## src/rtl/arft_pkg.sv

```systemverilog
/*
 Constants, types and register map of the auto-retry frame transmit
 sequencer. Assumes a 25 MHz clock and a 32-bit AXI4-Lite host.
*/
package arft_pkg;
    // Register indices; byte address is index times four
    localparam logic [5:0] IDX_STATUS = 6'h01;
    localparam logic [5:0] IDX_STATE  = 6'h02;
    localparam logic [5:0] IDX_CTRL1  = 6'h04;
    localparam logic [5:0] IDX_MASK   = 6'h0E;
    localparam logic [5:0] IDX_AUTO1  = 6'h17;
    localparam logic [5:0] IDX_RETRY  = 6'h19;
    localparam logic [5:0] IDX_LIMIT  = 6'h2C;
    // Reset values
    localparam logic [7:0] RST_ZERO   = 8'h00;
    localparam logic [7:0] RST_LIMIT  = 8'h38;
    // State status codes
    localparam logic [4:0] STS_OFF    = 5'h08;
    localparam logic [4:0] STS_BUSY   = 5'h12;
    localparam logic [4:0] STS_AACK   = 5'h16;
    localparam logic [4:0] STS_IDLE   = 5'h19;
    // State commands
    localparam logic [4:0] CMD_START  = 5'h02;
    localparam logic [4:0] CMD_OFF    = 5'h08;
    localparam logic [4:0] CMD_AACK   = 5'h16;
    localparam logic [4:0] CMD_ARET   = 5'h19;
    // Transaction result codes
    localparam logic [2:0] RES_OK     = 3'h0;
    localparam logic [2:0] RES_PEND   = 3'h1;
    localparam logic [2:0] RES_CAF    = 3'h3;
    localparam logic [2:0] RES_NOACK  = 3'h5;
    localparam logic [2:0] RES_INV    = 3'h7;
    // Field positions
    localparam int IRQ_PLL   = 0;
    localparam int IRQ_RXS   = 2;
    localparam int IRQ_END   = 3;
    localparam int IRQ_CCA   = 4;
    localparam int IRQ_AMI   = 5;
    localparam int ACK_BIT   = 5;
    localparam int EXT_BIT   = 6;
    localparam int TS_BIT    = 3;
    localparam int FRM_LSB   = 4;
    localparam int CSMA_LSB  = 1;
    localparam logic [2:0] NO_CSMA = 3'h7;
    // Ack timeout
    localparam int CLK_NS    = 40;
    localparam int ACK_TO_NS = 864000;
    localparam int ACK_TO_CYC = ACK_TO_NS / CLK_NS;
    // Ack reception result from the receiver
    typedef struct packed {
        logic valid;
        logic seq_ok;
        logic fcs_ok;
        logic pending;
    } arft_ack_t;
    // Auto-ack receive events
    typedef struct packed {
        logic phr;
        logic amatch;
        logic done;
        logic filt_ok;
        logic fcs_ok;
    } arft_rx_t;
    // Sequencer states
    typedef enum logic [2:0] {
        ST_OFF, ST_IDLE, ST_CSMA, ST_CSMA_W, ST_TX, ST_ACK, ST_AACK
    } arft_state_t;
endpackage

```

## src/rtl/arft_core.sv

```systemverilog
/*
 Auto-retry transmit sequencer with AXI4-Lite registers.
 Assumes a backoff/CCA engine, transmitter and receiver outside,
 all synchronous to aclk, giving one-cycle pulses.
*/
module arft_core #(
    parameter int ACK_TO = arft_pkg::ACK_TO_CYC
) (
    // Clock and reset
    input  wire logic               aclk,
    input  wire logic               aresetn,
    // AXI4-Lite write
    input  wire logic [7:0]         s_axi_awaddr,
    input  wire logic               s_axi_awvalid,
    output logic                    s_axi_awready,
    input  wire logic [31:0]        s_axi_wdata,
    input  wire logic [3:0]         s_axi_wstrb,
    input  wire logic               s_axi_wvalid,
    output logic                    s_axi_wready,
    output logic [1:0]              s_axi_bresp,
    output logic                    s_axi_bvalid,
    input  wire logic               s_axi_bready,
    // AXI4-Lite read
    input  wire logic [7:0]         s_axi_araddr,
    input  wire logic               s_axi_arvalid,
    output logic                    s_axi_arready,
    output logic [31:0]             s_axi_rdata,
    output logic [1:0]              s_axi_rresp,
    output logic                    s_axi_rvalid,
    input  wire logic               s_axi_rready,
    // Host strobe
    input  wire logic               sleep_transmit_strobe,
    // Channel access engine
    output logic                    csma_req,
    input  wire logic               csma_done,
    input  wire logic               csma_clear,
    input  wire logic               channel_check_done_event,
    // Transmitter
    output logic                    tx_go,
    input  wire logic               tx_done,
    input  wire logic [7:0]         psdu_octet1,
    output logic                    timestamp_output_pin,
    output logic                    fb_lock,
    // Receiver
    output logic                    rx_on,
    input  wire arft_pkg::arft_ack_t ack,
    input  wire arft_pkg::arft_rx_t  rx,
    // Gated events
    output logic [7:0]              irq
);
    arft_pkg::arft_state_t st_q;     // Sequencer state
    logic [2:0]  res_q;              // Transaction result
    logic [2:0]  csma_q;             // Channel retry counter
    logic [4:0]  frm_q;              // Frame retry counter
    logic [14:0] tmr_q;              // Ack wait timer
    logic [7:0]  ctrl1_q;            // Control one
    logic [7:0]  mask_q;             // Event mask
    logic [7:0]  auto1_q;            // Auto-mode control one
    logic [7:0]  limit_q;            // Retry limits
    logic        strobe_q;           // Strobe history
    logic        fin_q;              // Transaction finished pulse
    logic        pll_q;              // Lock event pulse
    logic        aw_q, w_q;          // Write halves held
    logic [5:0]  awi_q;              // Held write index
    logic [31:0] wd_q;               // Held write data
    logic        ws_q;               // Held lane 0 strobe
    logic        csma_q_r, txgo_q, ts_q, rxon_q, fbl_q;
    logic [7:0]  irq_q;
    logic        awr_q, wr_q, bv_q, arr_q, rv_q;
    logic [1:0]  bresp_q, rresp_q;
    logic [31:0] rd_q;

    // Output wiring
    assign s_axi_awready = awr_q;
    assign s_axi_wready  = wr_q;
    assign s_axi_bvalid  = bv_q;
    assign s_axi_bresp   = bresp_q;
    assign s_axi_arready = arr_q;
    assign s_axi_rvalid  = rv_q;
    assign s_axi_rresp   = rresp_q;
    assign s_axi_rdata   = rd_q;
    assign csma_req      = csma_q_r;
    assign tx_go         = txgo_q;
    assign timestamp_output_pin = ts_q;
    assign rx_on         = rxon_q;
    assign fb_lock       = fbl_q;
    assign irq           = irq_q;

    // Register decode
    wire wr_go  = aw_q & w_q & ~bv_q;
    wire wr_hit = (awi_q == arft_pkg::IDX_STATE) |
                  (awi_q == arft_pkg::IDX_CTRL1) |
                  (awi_q == arft_pkg::IDX_MASK)  |
                  (awi_q == arft_pkg::IDX_AUTO1) |
                  (awi_q == arft_pkg::IDX_LIMIT);
    wire wr_en  = wr_go & ws_q;
    wire [5:0] ari = s_axi_araddr[7:2];
    wire cmd_wr = wr_en & (awi_q == arft_pkg::IDX_STATE);
    wire [4:0] cmd = wd_q[4:0];

    // Sequencer decode
    wire busy = (st_q == arft_pkg::ST_CSMA) | (st_q == arft_pkg::ST_CSMA_W)
              | (st_q == arft_pkg::ST_TX) | (st_q == arft_pkg::ST_ACK);
    wire strobe_rise = sleep_transmit_strobe & ~strobe_q;
    wire start = (st_q == arft_pkg::ST_IDLE) &
                 (strobe_rise | (cmd_wr & (cmd == arft_pkg::CMD_START)));
    wire [2:0] max_csma = limit_q[arft_pkg::CSMA_LSB +: 3];
    wire [4:0] max_frm  = {1'b0, limit_q[arft_pkg::FRM_LSB +: 4]};
    wire no_csma = (max_csma == arft_pkg::NO_CSMA);
    wire [2:0] csma_inc = csma_q + 3'h1;
    wire ack_req = psdu_octet1[arft_pkg::ACK_BIT];
    wire ack_ok = ack.valid & ack.seq_ok & ack.fcs_ok;
    wire ts_ok = ctrl1_q[arft_pkg::EXT_BIT] &
                 auto1_q[arft_pkg::TS_BIT];
    wire to_hit = (tmr_q == 15'(ACK_TO - 1));
    wire aack = (st_q == arft_pkg::ST_AACK);
    wire [4:0] sts = busy ? arft_pkg::STS_BUSY :
                     (st_q == arft_pkg::ST_IDLE) ? arft_pkg::STS_IDLE :
                     aack ? arft_pkg::STS_AACK : arft_pkg::STS_OFF;

    // Raw events; busy hides channel checks, rx events are raised only in auto-ack state
    logic [7:0] irq_raw;
    always_comb begin
        irq_raw = 8'h00;
        irq_raw[arft_pkg::IRQ_PLL] = pll_q;
        irq_raw[arft_pkg::IRQ_END] = fin_q |
            (aack & rx.done & rx.filt_ok & rx.fcs_ok);
        irq_raw[arft_pkg::IRQ_RXS] = aack & rx.phr;
        irq_raw[arft_pkg::IRQ_AMI] = aack & rx.amatch;
        irq_raw[arft_pkg::IRQ_CCA] = channel_check_done_event & ~busy;
    end

    // Read mux; unmapped words read zero with an error response
    logic [7:0] rmux;
    logic       rhit;
    always_comb begin
        rhit = 1'b1;
        case (ari)
            arft_pkg::IDX_STATUS: rmux = {3'h0, sts};
            arft_pkg::IDX_STATE:  rmux = {res_q, 5'h00};
            arft_pkg::IDX_CTRL1:  rmux = ctrl1_q;
            arft_pkg::IDX_MASK:   rmux = mask_q;
            arft_pkg::IDX_AUTO1:  rmux = auto1_q;
            arft_pkg::IDX_RETRY:  rmux = {frm_q[3:0], csma_q, 1'b0};
            arft_pkg::IDX_LIMIT:  rmux = limit_q;
            default: begin
                rmux = 8'h00;
                rhit = 1'b0;
            end
        endcase
    end

    // Write channel: address and data taken in either order
    always_ff @(posedge aclk) begin
        if (!aresetn) begin
            aw_q  <= 1'b0;
            w_q   <= 1'b0;
            awr_q <= 1'b1;
            wr_q  <= 1'b1;
            bv_q  <= 1'b0;
            bresp_q <= 2'h0;
            awi_q <= 6'h00;
            wd_q  <= 32'h0000_0000;
            ws_q  <= 1'b0;
        end else begin
            if (s_axi_awvalid & awr_q) begin
                aw_q  <= 1'b1;
                awr_q <= 1'b0;
                awi_q <= s_axi_awaddr[7:2];
            end
            if (s_axi_wvalid & wr_q) begin
                w_q  <= 1'b1;
                wr_q <= 1'b0;
                wd_q <= s_axi_wdata;
                ws_q <= s_axi_wstrb[0];
            end
            if (wr_go) begin
                aw_q <= 1'b0;
                w_q  <= 1'b0;
                bv_q <= 1'b1;
                bresp_q <= wr_hit ? 2'h0 : 2'h2;
            end
            // Ready returns only once the response is taken
            if (bv_q & s_axi_bready) begin
                bv_q  <= 1'b0;
                awr_q <= 1'b1;
                wr_q  <= 1'b1;
            end
        end
    end

    // Read channel: one-cycle answer
    always_ff @(posedge aclk) begin
        if (!aresetn) begin
            arr_q <= 1'b1;
            rv_q  <= 1'b0;
            rd_q  <= 32'h0000_0000;
            rresp_q <= 2'h0;
        end else if (s_axi_arvalid & arr_q) begin
            arr_q <= 1'b0;
            rv_q  <= 1'b1;
            rd_q  <= {24'h000000, rmux};
            rresp_q <= rhit ? 2'h0 : 2'h2;
        end else if (rv_q & s_axi_rready) begin
            arr_q <= 1'b1;
            rv_q  <= 1'b0;
        end
    end

    // Control registers written by software
    always_ff @(posedge aclk) begin
        if (!aresetn) begin
            ctrl1_q <= arft_pkg::RST_ZERO;
            mask_q  <= arft_pkg::RST_ZERO;
            auto1_q <= arft_pkg::RST_ZERO;
            limit_q <= arft_pkg::RST_LIMIT;
        end else if (wr_en) begin
            if (awi_q == arft_pkg::IDX_CTRL1) ctrl1_q <= wd_q[7:0];
            if (awi_q == arft_pkg::IDX_MASK)  mask_q  <= wd_q[7:0];
            if (awi_q == arft_pkg::IDX_AUTO1) auto1_q <= wd_q[7:0];
            if (awi_q == arft_pkg::IDX_LIMIT) limit_q <= wd_q[7:0];
        end
    end

    // Masked events, one cycle after their cause
    always_ff @(posedge aclk) begin
        if (!aresetn) begin
            irq_q    <= 8'h00;
            strobe_q <= 1'b0;
            fbl_q    <= 1'b0;
        end else begin
            irq_q    <= irq_raw & mask_q;
            strobe_q <= sleep_transmit_strobe;
            fbl_q    <= busy;
        end
    end

    // Transaction sequencer; commands ignored while busy
    always_ff @(posedge aclk) begin
        if (!aresetn) begin
            st_q   <= arft_pkg::ST_OFF;
            res_q  <= arft_pkg::RES_OK;
            csma_q <= 3'h0;
            frm_q  <= 5'h00;
            tmr_q  <= 15'h0000;
            fin_q  <= 1'b0;
            pll_q  <= 1'b0;
            csma_q_r <= 1'b0;
            txgo_q <= 1'b0;
            ts_q   <= 1'b0;
            rxon_q <= 1'b0;
        end else begin
            fin_q    <= 1'b0;
            pll_q    <= 1'b0;
            csma_q_r <= 1'b0;
            txgo_q   <= 1'b0;
            ts_q     <= 1'b0;
            case (st_q)
                arft_pkg::ST_OFF: begin
                    if (cmd_wr & (cmd == arft_pkg::CMD_ARET)) begin
                        st_q  <= arft_pkg::ST_IDLE;
                        pll_q <= 1'b1;
                    end else if (cmd_wr & (cmd == arft_pkg::CMD_AACK)) begin
                        st_q  <= arft_pkg::ST_AACK;
                        pll_q <= 1'b1;
                        res_q <= arft_pkg::RES_INV;
                    end
                end
                arft_pkg::ST_IDLE: begin
                    if (start) begin
                        st_q   <= arft_pkg::ST_CSMA;
                        res_q  <= arft_pkg::RES_INV;
                        csma_q <= 3'h0;
                        frm_q  <= 5'h00;
                    end else if (cmd_wr & (cmd == arft_pkg::CMD_OFF)) begin
                        st_q <= arft_pkg::ST_OFF;
                    end
                end
                arft_pkg::ST_AACK: begin
                    if (cmd_wr & (cmd == arft_pkg::CMD_OFF))
                        st_q <= arft_pkg::ST_OFF;
                end
                arft_pkg::ST_CSMA: begin
                    // Limit seven skips channel access altogether
                    if (no_csma) begin
                        st_q   <= arft_pkg::ST_TX;
                        txgo_q <= 1'b1;
                        ts_q   <= ts_ok;
                    end else begin
                        st_q     <= arft_pkg::ST_CSMA_W;
                        csma_q_r <= 1'b1;
                    end
                end
                arft_pkg::ST_CSMA_W: begin
                    if (csma_done & csma_clear) begin
                        st_q   <= arft_pkg::ST_TX;
                        txgo_q <= 1'b1;
                        ts_q   <= ts_ok;
                    end else if (csma_done) begin
                        csma_q <= csma_inc;
                        if (csma_inc > max_csma) begin
                            st_q  <= arft_pkg::ST_IDLE;
                            res_q <= arft_pkg::RES_CAF;
                            fin_q <= 1'b1;
                        end else begin
                            st_q <= arft_pkg::ST_CSMA;
                        end
                    end
                end
                arft_pkg::ST_TX: begin
                    if (tx_done) begin
                        frm_q <= frm_q + 5'h01;
                        if (ack_req) begin
                            st_q   <= arft_pkg::ST_ACK;
                            tmr_q  <= 15'h0000;
                            rxon_q <= 1'b1;
                        end else begin
                            st_q  <= arft_pkg::ST_IDLE;
                            res_q <= arft_pkg::RES_OK;
                            fin_q <= 1'b1;
                        end
                    end
                end
                arft_pkg::ST_ACK: begin
                    // Non-matching frames fall through unseen
                    tmr_q <= tmr_q + 15'h0001;
                    if (ack_ok) begin
                        st_q   <= arft_pkg::ST_IDLE;
                        rxon_q <= 1'b0;
                        res_q  <= ack.pending ? arft_pkg::RES_PEND
                                              : arft_pkg::RES_OK;
                        fin_q  <= 1'b1;
                    end else if (to_hit) begin
                        rxon_q <= 1'b0;
                        if (no_csma | (frm_q > max_frm)) begin
                            st_q  <= arft_pkg::ST_IDLE;
                            res_q <= arft_pkg::RES_NOACK;
                            fin_q <= 1'b1;
                        end else begin
                            st_q   <= arft_pkg::ST_CSMA;
                            csma_q <= 3'h0;
                        end
                    end
                end
                default: st_q <= arft_pkg::ST_OFF;
            endcase
        end
    end
endmodule

```

## config.mk

```make
export PLATFORM = sky130hd
export DESIGN_NAME = arft_core
export DESIGN_NICKNAME = d
export VERILOG_FILES = /design/src/rtl/arft_pkg.sv /design/src/rtl/arft_core.sv
export SDC_FILE = /design/constraint.sdc
export NUM_CORES = 1
export LEC_CHECK = 0
export BUFFER_PORTS_ARGS = -buffer_cell sky130_fd_sc_hd__buf_4
export CORE_ASPECT_RATIO = 1.25
export CORE_MARGIN = 5
export CORE_UTILIZATION = 25
export CTS_CLUSTER_SIZE = 40
export DETAILED_ROUTE_END_ITERATION = 10
export GPL_TIMING_DRIVEN = 1
export SYNTH_ARGS = -nofsm -noshare
export SYNTH_HDL_FRONTEND = slang
export SYNTH_SLANG_ARGS = --single-unit
```

## constraint.sdc

```tcl
create_clock -name aclk -period 2.5 [get_ports aclk]
set_input_delay 0.375 -clock aclk [delete_from_list [all_inputs] [get_ports aclk]]
set_output_delay 0.375 -clock aclk [all_outputs]
set_load 0.01 [all_outputs]
```

== Word level (Yosys, flattened, before mapping) ==
Cells that the tools add are included.

* Add/subtract/negate cells: 3
* Reduce and logical (&&, ||, !) cells: 21
* Equality and inequality tests: 40
* Mux-type cells: 74
* $lt $le $gt $ge: 2
* Bitwise operators: 40

{| class="wikitable"
|+ Operators with widths
! operator !! count
|-
| $mux W3 || 28
|-
| $pmux W8 S7 || 1
|-
| $mux W15 || 2
|-
| $pmux W15 S2 || 1
|-
| $and A1 B1 Y1 || 25
|-
| $mux W1 || 25
|-
| $mux W5 || 5
|-
| $ne A2 B2 Y1 const B || 11
|-
| $pmux W3 S7 || 1
|-
| $eq A6 B5 Y1 const B || 3
|-
| $add A15 B1 Y15 const B || 1
|-
| $eq A15 B15 Y1 const B || 1
|-
| $pmux W3 S5 || 1
|-
| $eq A3 B3 Y1 const B || 4
|-
| $eq A6 B2 Y1 const B || 2
|-
| $eq A6 B3 Y1 const B || 2
|-
| $eq A6 B4 Y1 const B || 2
|-
| $eq A6 B6 Y1 const B || 2
|-
| $reduce_and A2 Y1 || 6
|-
| $reduce_and A11 Y1 || 1
|-
| $eq A5 B5 Y1 const B || 2
|-
| $or A1 B1 Y1 || 10
|-
| $pmux W5 S2 || 1
|-
| $pmux W3 S3 || 1
|-
| 26 further kinds || 42
|}

* Bits in registers: 111
* Logic and storage cells: 211
* Input bits: 81
* Output and inout port bits: 54

== Logic depth before layout (Yosys ltp) ==
Gate-level depths: netlist (run 1).

* Depth after elaboration: 9
* Depth in mapped cells: 9
* Depth with buffers taken out: 9

== Least setup slack after synthesis (run 1) ==
OpenSTA, ideal clock, no wires.

* Path type: reg2reg
* Start: register csma_q[0]
* End: register res_q[2]
* Stages on the path, launching flop included: 10
* Clock period less this slack: 2.005 ns
* Path buffers: 0
* Setup time: 0.058 ns
* Required time: 2.442 ns
* Arrival time: 1.946 ns
* Slack: 0.495 ns
* Cell sequence: dfxtp_1 -> ha_1 -> xor2_1 -> ha_1 -> nand3b_1 -> a32oi_1 -> a31o_2 -> nand3_1 -> nor3_1 -> o221a_2

* Longest elaborated chain between the ends: 4

{| class="wikitable"
|+ Ends and longest elaborated chain
! element !! RTL line !! text
|-
| from (decl) || arft_core.sv:53 || <nowiki>logic [2:0] csma_q;</nowiki>
|-
| from (signal assigned) || arft_core.sv:300 || <nowiki>csma_q <= csma_inc;</nowiki>
|-
| $add A3 B1 Y3 || arft_core.sv:110 || <nowiki>wire [2:0] csma_inc = csma_q + 3'h1;</nowiki>
|-
| $gt A3 B3 Y1 || arft_core.sv:301 || <nowiki>if (csma_inc > max_csma) begin</nowiki>
|-
| $ne A2 B1 Y1 (no source line) || - ||
|-
| $reduce_and A11 Y1 (no source line) || - ||
|-
| to (signal assigned) || arft_core.sv:303 || <nowiki>res_q <= arft_pkg::RES_CAF;</nowiki>
|-
| to (signal assigned) || arft_core.sv:319 || <nowiki>res_q <= arft_pkg::RES_OK;</nowiki>
|-
| to (signal assigned) || arft_core.sv:330 || <nowiki>res_q <= ack.pending ? arft_pkg::RES_PEND</nowiki>
|-
| to (decl) || arft_core.sv:52 || <nowiki>logic [2:0] res_q;</nowiki>
|}

No other way between the ends.
A chain may end at the register's enable or synchronous reset.

== Worst setup path in the final report (run 1) ==
Same ends and word-level chain as after synthesis.

==> results of run 1 <==
==> report_power, final <==
part / internal, mW / switching, mW / leakage [nW] / total, mW
registers: 1.76 / 0.0978 / 0.860 / 1.86
logic: 0.301 / 0.406 / 1.51 / 0.707
clock network: 0.704 / 0.706 / 0.146 / 1.41
==> worst paths after layout <==
path | startpoint | endpoint | cells past startpoint
hold / removal | s_axi_wvalid | s_axi_wready$_SDFFE_PP1P_ | 2
hold reg to reg | mask_q[6]$_SDFFE_PN0P_ | mask_q[6]$_SDFFE_PN0P_ | 2
setup / recovery | csma_q[0]$_SDFFE_PN0P_ | res_q[2]$_SDFFE_PN0P_ | 9
setup reg to reg | csma_q[0]$_SDFFE_PN0P_ | res_q[2]$_SDFFE_PN0P_ | 9
==> cell families (layout without fill, tap and decap cells) <==
kind of cell / after synthesis / in the layout
buffers and inverters: 75 / 114
XOR/XNOR: 19 / 19
multiplexers: 24 / 24
AND/OR/NAND/NOR: 255 / 255
AO/OA/AOI/OAI: 131 / 131
flip-flops: 106 / 106
adder cells (fa/ha/maj): 10 / 10
other: 1 / 29
==> state kept, by name, indices dropped and copies added (netlist names), 3 cells and up <==
register and flops:
csma_q 3, st_q 3, ctrl1_q 8, res_q 3
irq 5, tmr_q 15, auto1_q 8, limit_q 8
s_axi_rdata 8, wd_q 8, mask_q 8, frm_q 5
awi_q 6
==> final cells by class <==
cell class	count	area share [%]
inverters	12	0.7147
flip-flops and latches	106	33.67
well taps	274	5.440
repair buffers	86	10.44
clock inverters	7	1.151
clock buffers	9	3.574
multi-input cells	468	45.01
==> worst register-to-register path: stages (launching register included) <==
cell	delay, ps
dfxtp_1	350
ha_1	250
xor2_1	150
ha_1	320
nand3b_1	80
a32oi_1	250
a31o_2	210
nand3_1	90
nor3_1	270
o221a_2	230
==> routing by layer <==
metal	routed length, um	up-vias	GRT usage, %
li1	-	2289	-
met1	6466	2175	14.70
met2	7206	128	20.58
met3	791	26	3.154
met4	333	0	4.046
met5	0	-	0
==> Yosys cell counts (6+ instances only) <==
library cell  number  share of area, %
nand2b_1           9               1.1
o21ai_0           28               2.7
a21oi_1           47               4.5
inv_1             12              0.86
nor2_1            61               4.4
nand2_1           73               5.2
nor2b_1            6              0.71
nor3_1            11               1.0
and2_1             6              0.71
dfxtp_1          106                40
clkbuf_1          26               1.9
nand4_1            9               1.1
nand3_1           24               2.3
buf_2              7              0.67
buf_4             29               4.1
mux2i_1           24               4.6
a221oi_1          15               2.5
and3_1            15               1.8
xor2_1            14               2.3
ha_1              10               2.4
==> out/metrics.yaml, run 1 <==
run_status:
  status: "finished, final reports clean"
floorplan:
  coreArea_um2: 20740
  num_rows: 59
  chipHeight_um: 172.2
  die_x_um: 139.7
  die_area_um2: 24060
  boundaryPins: 135
  initial_utilization_pct: 25.36
route:
  num_vias: 4618
  remaining_drc_errors: 0
  wl_per_cell_um: 15.38
  ant_nets: 0
  drt_iter0_drc: 243
  routed_wl_um: 14800
  avgViaCountPerCell: 4.800
  firstDrtPassIters: 5
layout:
  fin_cells: 962
  nets: 774
  final_area_um2: 6302
  diodes: 0
  layout_common_cells: "dfxtp_1 (106), buf_4 (85), nand2_1 (73)"
  utilization_pct: 30.38
  syn_to_final_growth_pct: 19.81
  drive_gt1_share_pct: 16.86
  layout_commonest_cell: "dfxtp_1"
  regArea_um2: 2122
  nFillCells: 2239
  multi_input_area_um2: 2836
critical_path:
  rrSetupSlack_ps: 260
  crit_required_ps: 2800
  start_kind: "register"
  path_class: "register to register"
  cp_common_cell: "ha_1"
  endpoint_kind: "register"
  worstPathCellList: "ha_1 -> xor2_1 -> ha_1 -> nand3b_1 -> a32oi_1 -> a31o_2 -> nand3_1 -> nor3_1 -> o221a_2"
  critPathSlowestCell: "dfxtp_1"
  arrival_ps: 2540
  worst-path-buf-inv: 0
  path_max_fanout: 5
  slowest_delay_ps: 350
  cp_top_family: "compound AO/OA/AOI/OAI gates"
cts:
  cts_sinks: 106
  clock_latency_ps: 360
  clkTransAtPathRegs_ps: 80
  post_cts_buffers: 0
  cts_resized: 0
  cts_buffer_depth: 2
  cts-root-buf: "clkbuf_16"
  numCtsBuffers: 9
  cts_tree: "built"
  h-tree-depth: 3
  hold_buffers: 0
yosys:
  syn-instance-count: 621
  synth.avg_cell_area_um2: 8.470
  yosys.area_share.xor_xnor_pct: 3.164
  synth_edf_count: 0
  synthArstFlopShare_pct: 0
  synth_top_family_by_area: "simple AND/OR/NAND/NOR gates"
  yosysWarnings: 0
  synthSimpleGateAreaFrac_pct: 25.71
  ys_types: 62
  synth_ff_type: "dfxtp_1"
  syn_area_um2: 5260
  synthMuxAreaShare_pct: 4.567
  synth_compound_area_share_pct: 16.03
  synthAdderAreaFrac_pct: 2.379
  synth-seq-cells: 106
  synth_seq_area_share_pct: 40.34
placement:
  place_area_um2: 6005
  place_inst: 946
  dp_hpwl_um: 10920
  port-buffer-count: 67
  place_congestion: 0.8426
  dpl_worst_slack_ps: 290.1
sta:
  max_freq_mhz: 446.2
  final_hold_viol_count: 0
  worstMarginPinSlew_ps: 629.2
  rsz0062_at_grt: "false"
  fin_setup_tns_ps: 0
  fin_crit_ps: 2241
  whs_ps: 203.4
  setup_ws_ps: 259.0
  setup_viol_count_final: 0
  fin_skew_ps: 9.957
  slew_headroom_pct: 57.95
  period_share_pct: 89.64
  report.final.slew_viol_count: 0
power:
  p_per_area_nw_per_um2: 631.1
  p_total_mw: 3.978
  ir_drop_v: 0.0004034
  leakagePower_nw: 2.520
min_path:
  holdCritPathClass: "input port to register"
global_route:
  grt_pass1_wl_um: 23090
  grt_pass1_vias: 4334
  antenna_found_initial: 0
  grt_max_degree: 53
  grt_overflow: 0
  grt_util_all_layers_pct: 12.01
flow_run:
  drv_cap: 0
Power figures use the tool's default switching activity.
==> run 2: changes to the inputs <==
SETUP_SLACK_MARGIN = 0.3   (was default)
==> run 2 against run 1 <==
Effect of this change: clock power about the same; combinational power up 7.9%; flip-flop and latch count unchanged; register-to-register slack better by 130 ps; via count grew 0.22%; final cell count increased by 0.21%; power up 1.4%; core utilization is 0.42 points higher; largest cell class unchanged; largest power group unchanged.
==> out/metrics.yaml, run 2 (synthesis results as in run 1) <==
critical_path:
  rrSetupSlack_ps: 390  # was 260 ps
  crit_required_ps: 2780  # was 2800 ps
  path_class: "register to register"  # unchanged
  rr_endpoint: "csma_q[0]$_SDFFE_PN0P_"  # was res_q[2]$_SDFFE_PN0P_
  r2r_cells: 6  # was 9
  path_max_fanout: 9  # was 5
  r2r_start: "awi_q[5]$_SDFFE_PN0P_"  # was csma_q[0]$_SDFFE_PN0P_
  endpoint_kind: "register"  # unchanged
  start_kind: "register"  # unchanged
  arrival_ps: 2390  # was 2540 ps
placement:
  place_congestion: 0.8426  # unchanged
  dp_hpwl_um: 10920  # unchanged
  place_area_um2: 6005  # unchanged
  dpl_worst_slack_ps: 290.1  # unchanged
  port-buffer-count: 67  # unchanged
floorplan:
  die_area_um2: 24060  # unchanged
  num_rows: 59  # unchanged
  chipHeight_um: 172.2  # unchanged
  initial_utilization_pct: 25.36  # unchanged
  boundaryPins: 135  # unchanged
  die_x_um: 139.7  # unchanged
  coreArea_um2: 20740  # unchanged
layout:
  regArea_um2: 2127  # was 2122 um2
  layout_common_cells: "dfxtp_1 (104), buf_4 (87), nand2_1 (73)"  # was dfxtp_1 (106), buf_4 (85), nand2_1 (73)
  final_area_um2: 6389  # was 6302 um2
  syn_to_final_growth_pct: 21.46  # was 19.81%
  nFillCells: 2223  # was 2239
  drive_gt1_share_pct: 18.41  # was 16.86%
  diodes: 0  # unchanged
  nets: 776  # was 774
  multi_input_area_um2: 2903  # was 2836 um2
  largest_reg_flops: 15  # unchanged
  largest-register: "tmr_q"  # unchanged
  layout_commonest_cell: "dfxtp_1"  # unchanged
route:
  ant_nets: 0  # unchanged
  wl_per_cell_um: 15.43  # was 15.38 um
  remaining_drc_errors: 0  # unchanged
  drt_iter0_drc: 280  # was 243
  firstDrtPassIters: 5  # unchanged
  routed_wl_um: 14880  # was 14800 um
  num_vias: 4628  # was 4618
  avgViaCountPerCell: 4.801  # was 4.800
global_route:
  grt_overflow: 0  # unchanged
  grt_pass1_vias: 4345  # was 4334
  grt_max_degree: 53  # unchanged
  antenna_found_initial: 0  # unchanged
  grt_pass1_wl_um: 23090  # unchanged
  grt_util_all_layers_pct: 12.01  # about the same
cts:
  clkTransAtPathRegs_ps: 80  # about the same
  cts_buffer_depth: 2  # unchanged
  h-tree-depth: 3  # unchanged
  numCtsBuffers: 9  # unchanged
  cts_tree: "built"  # unchanged
  cts_sinks: 106  # unchanged
  clock_latency_ps: 360  # about the same
  cts-root-buf: "clkbuf_16"  # unchanged
min_path:
  min_from: "s_axi_wvalid"  # unchanged
  hold-path-endpoint: "s_axi_wready$_SDFFE_PP1P_"  # unchanged
  holdCritPathClass: "input port to register"  # unchanged
  hold_depth: 2  # unchanged
power:
  leakagePower_nw: 2.532  # was 2.520 nW
  ir_drop_v: 0.0004278  # was 0.0004034 V
  p_per_area_nw_per_um2: 631.1  # about the same
run_status:
  status: "finished, final reports clean"  # unchanged
sta:
  slew_headroom_pct: 58.06  # was 57.95%
  max_freq_mhz: 474.5  # was 446.2 MHz
  worstMarginPinSlew_ps: 627.6  # was 629.2 ps
  whs_ps: 204.0  # was 203.4 ps
  rsz0062_at_grt: "true"  # was false
  setup_viol_count_final: 0  # unchanged
  fin_setup_tns_ps: 0  # unchanged
  final_hold_viol_count: 0  # unchanged
  fin_skew_ps: 8.581  # was 9.957 ps
  report.final.slew_viol_count: 0  # unchanged
  period_share_pct: 84.30  # was 89.64%
  setup_ws_ps: 392.5  # was 259.0 ps
  fin_crit_ps: 2107  # was 2241 ps
flow_run:
  drv_cap: 0  # unchanged
-- run 2: worst max-delay path by stage --
stage | from | to
2_1_floorplan | csma_q[0]$_SDFFE_PN0P_ | res_q[2]$_SDFFE_PN0P_
3_3_place_gp | csma_q[0]$_SDFFE_PN0P_ | res_q[2]$_SDFFE_PN0P_
6_report | awi_q[5]$_SDFFE_PN0P_ | csma_q[0]$_SDFFE_PN0P_
5_1_grt | csma_q[0]$_SDFFE_PN0P_ | res_q[2]$_SDFFE_PN0P_
4_1_cts | csma_q[0]$_SDFFE_PN0P_ | res_q[1]$_SDFFE_PN0P_
3_5_place_dp | csma_q[0]$_SDFFE_PN0P_ | res_q[2]$_SDFFE_PN0P_
-- run 2: routing by layer --
layer	GRT usage (%)	routed length, um	vias up
met1	14.60	6354	2171
met3	3.264	889	26
met5	0	0	-
met4	4.046	322	0
met2	20.64	7310	139
li1	-	-	2292
-- run 2: report_power, final --
group	total (mW)	switching [mW]	internal, mW
clock network	1.41	0.707	0.704
logic	0.763	0.429	0.333
registers	1.86	0.0966	1.76
total	4.03	1.23	2.80
-- run 2: final cells by class --
| class | instances | area share (%) |
|---|---|---|
| clock buffers | 9 | 3.525 |
| clock inverters | 7 | 1.136 |
| inverters | 12 | 0.7051 |
| multi-input cells | 468 | 45.44 |
| flip-flops and latches | 106 | 33.29 |
| well taps | 274 | 5.366 |
| repair buffers | 88 | 10.54 |
-- run 2: timing repair --
| item | CTS | global route |
|---|---|---|
| setup endpoints to repair | 3 | 7 |
| hold buffers | 0 | 0 |
| gates resized for setup | 2 | 13 |
| gates cloned | 0 | 0 |
| pin swaps | 0 | 9 |
| setup buffers | 0 | 2 |
-- run 2: metrics by stage --
step	total power, mW	util (%)	instances
after global placement	2.593	28.95	946
after CTS	4.026	30.44	962
after floorplan	2.334	-	649
after global routing	4.231	30.80	964
final	4.032	30.80	964
after detailed placement	2.600	28.95	946
-- run 2: critical path: stages (launching register included) --
cell	delay, ps
dfxtp_1	400
nor4b_4	440
nand4_4	190
o21a_1	280
nand4bb_4	260
or3_1	330
a21oi_1	130
==> run 3: changes to the inputs <==
clock period = 1.8 ns   (was 2.5 ns; I/O delays follow)
==> run 3 against run 2 <==
Effect of this change: the run now ends with negative setup slack left; critical path depth up 3; clock skew about the same; flip-flop and latch count unchanged; via count up 5.0%; clock-buffer cell count unchanged; final cell count up 8.3%; sequential power up 38%; first-iteration DRC count up 7.5%; sequential share of layout area down 4.5 points; register-to-register slack worse by 670 ps; non-clock buffer count up 80; critical path type unchanged; largest power group unchanged.
==> out/metrics.yaml, run 3 (synthesis results as in run 1) <==
run_status:
  status: "finished, violations left"  # was finished, final reports clean
  violations: "negative setup slack"
sta:
  fin_crit_ps: 2082  # was 2107 ps
  rsz0062_at_grt: "true"  # unchanged
  max_freq_mhz: 480.3  # was 474.5 MHz
  setup_ws_ps: -281.9  # was 392.5 ps
  slew_headroom_pct: 56.15  # was 58.06%
  worstMarginPinSlew_ps: 657.1  # was 627.6 ps
  final_hold_viol_count: 0  # unchanged
  period_share_pct: 115.7  # was 84.30%
  setup_viol_count_final: 7  # was 0
  whs_ps: 97.13  # was 204.0 ps
  fin_skew_ps: 8.469  # was 8.581 ps
  report.final.slew_viol_count: 0  # unchanged
cts:
  clock_latency_ps: 360  # about the same
  h-tree-depth: 3  # unchanged
  clkTransAtPathRegs_ps: 70  # was 80 ps
  cts-root-buf: "clkbuf_16"  # unchanged
  hold_buffers: 0  # unchanged
  cts_tree: "built"  # unchanged
  numCtsBuffers: 9  # unchanged
  cts_sinks: 106  # unchanged
  cts_buffer_depth: 2  # unchanged
layout:
  utilization_pct: 35.89  # was 30.80%
  syn_to_final_growth_pct: 41.56  # was 21.46%
  largest-register: "tmr_q"  # unchanged
  layout_commonest_cell: "buf_4"  # was dfxtp_1
  nFillCells: 2085  # was 2223
  nets: 856  # was 776
  drive_gt1_share_pct: 36.23  # was 18.41%
  largest_reg_flops: 15  # unchanged
  diodes: 0  # unchanged
  layout_common_cells: "buf_4 (149), dfxtp_1 (88), nand2_1 (60)"  # was dfxtp_1 (104), buf_4 (87), nand2_1 (73)
  final_area_um2: 7446  # was 6389 um2
  fin_cells: 1044  # was 964
route:
  firstDrtPassIters: 5  # unchanged
  ant_nets: 0  # unchanged
  wl_per_cell_um: 14.89  # was 15.43 um
  num_vias: 4861  # was 4628
  routed_wl_um: 15550  # was 14880 um
  avgViaCountPerCell: 4.656  # was 4.801
  drt_iter0_drc: 301  # was 280
  remaining_drc_errors: 0  # unchanged
power:
  p_int_mw: 4.166  # was 2.799 mW
  switchingPower_mw: 1.738  # was 1.233 mW
  p_clk_share_pct: 34.5  # was 35.0%
  p_seq_share_pct: 43.3  # was 46.1%
  swShare_pct: 29.44  # was 30.58%
  p_per_area_nw_per_um2: 793.0  # was 631.1 nW/um2
  combPwrFrac_pct: 22.2  # was 18.9%
  leakagePower_nw: 3.117  # was 2.532 nW
  p_total_mw: 5.904  # was 4.032 mW
  ir_drop_v: 0.0004860  # was 0.0004278 V
critical_path:
  r2r_start: "csma_q[1]$_SDFFE_PN0P_"  # was awi_q[5]$_SDFFE_PN0P_
  path_max_fanout: 3  # was 9
  crit_required_ps: 2060  # was 2780 ps
  path_class: "register to register"  # unchanged
  rr_endpoint: "res_q[0]$_SDFFE_PN0P_"  # was csma_q[0]$_SDFFE_PN0P_
  endpoint_kind: "register"  # unchanged
  r2r_cells: 9  # was 6
  arrival_ps: 2340  # was 2390 ps
  start_kind: "register"  # unchanged
  rrSetupSlack_ps: -280  # was 390 ps
placement:
  dp_hpwl_um: 11470  # was 10920 um
  place_inst: 1017  # was 946
  port-buffer-count: 67  # unchanged
  place_congestion: 0.8404  # was 0.8426
  place_area_um2: 6698  # was 6005 um2
floorplan:
  coreArea_um2: 20740  # unchanged
  num_rows: 59  # unchanged
  initial_utilization_pct: 25.36  # unchanged
  boundaryPins: 135  # unchanged
  die_area_um2: 24060  # unchanged
  die_x_um: 139.7  # unchanged
  chipHeight_um: 172.2  # unchanged
flow_run:
  drv_cap: 0  # unchanged
min_path:
  hold_depth: 2  # unchanged
  hold-path-endpoint: "s_axi_wready$_SDFFE_PP1P_"  # unchanged
  holdCritPathClass: "input port to register"  # unchanged
  min_from: "s_axi_wvalid"  # unchanged
global_route:
  grt_max_degree: 35  # was 53
  grt_pass1_wl_um: 24670  # was 23090 um
  antenna_found_initial: 0  # unchanged
  grt_overflow: 0  # unchanged
  grt_pass1_vias: 4763  # was 4345
  grt_util_all_layers_pct: 12.81  # was 12.01%
-- run 3: worst max-delay path: stages, from the launching register on --
cell,delay (ps)
dfxtp_2,340
ha_4,160
xor2_1,140
ha_1,330
nand3b_1,110
a32oi_2,210
a31o_2,230
and3_4,200
a21oi_2,50
a311oi_1,220
-- run 3: layout make-up --
| class | instances | area (um2) | share of cell area (%) |
|---|---|---|---|
| clock buffers | 9 | 225.2 | 3.025 |
| inverters | 12 | 45.04 | 0.6049 |
| well taps | 274 | 342.8 | 4.604 |
| clock inverters | 7 | 73.82 | 0.9914 |
| flip-flops and latches | 106 | 2147 | 28.84 |
| multi-input cells | 468 | 3253 | 43.69 |
| repair buffers | 168 | 1359 | 18.25 |
-- run 3: metrics by stage --
| stage | setup slack [ps] | setup TNS, ps |
|---|---|---|
| after global routing | -402.4 | -2373 |
| final | -281.9 | -1154 |
| after detailed placement | -261.2 | -1344 |
| after global placement | -206.2 | -1152 |
| after CTS | -295.6 | -1198 |
| after floorplan | -85.13 | -334.5 |
-- run 3: power by group through the flow --
stage | registers [mW] | clock network [mW] | logic [mW]
4_1_cts | 2.55 | 2.08 | 1.26
3_5_place_dp | 2.60 | 0 | 1.21
5_1_grt | 2.57 | 2.17 | 1.44
3_3_place_gp | 2.60 | 0 | 1.20
2_1_floorplan | 2.58 | 0 | 0.726
6_report | 2.56 | 2.04 | 1.31
-- run 3: timing repair --
| item | 4_1_cts | 5_1_grt |
|---|---|---|
| cloned | 1 | 0 |
| buffers inserted | 5 | 5 |
| setup endpoints to repair | 57 | 60 |
| pin swaps | 22 | 35 |
| gates resized for setup | 55 | 42 |
-- run 3: worst max path at each step --
| stage | startpoint | endpoint | slack [ps] | cells after the start |
|---|---|---|---|---|
| after CTS | csma_q[1]$_SDFFE_PN0P_ | res_q[0]$_SDFFE_PN0P_ | -300 | 9 |
| after global routing | csma_q[1]$_SDFFE_PN0P_ | res_q[0]$_SDFFE_PN0P_ | -400 | 9 |
| after detailed placement | csma_q[1]$_SDFFE_PN0P_ | res_q[0]$_SDFFE_PN0P_ | -260 | 9 |
| final | csma_q[1]$_SDFFE_PN0P_ | res_q[0]$_SDFFE_PN0P_ | -280 | 9 |
| after global placement | csma_q[1]$_SDFFE_PN0P_ | res_q[0]$_SDFFE_PN0P_ | -210 | 9 |
| after floorplan | csma_q[0]$_SDFFE_PN0P_ | res_q[2]$_SDFFE_PN0P_ | -90 | 9 |
-- run 3: metal layers --
metal	part of all wire [%]	up-vias	GRT usage, %
li1	-	2448	-
met4	1.2	0	3.413
met3	5.2	12	2.905
met5	0	-	0
met1	44	2272	16.19
met2	50	129	22.13
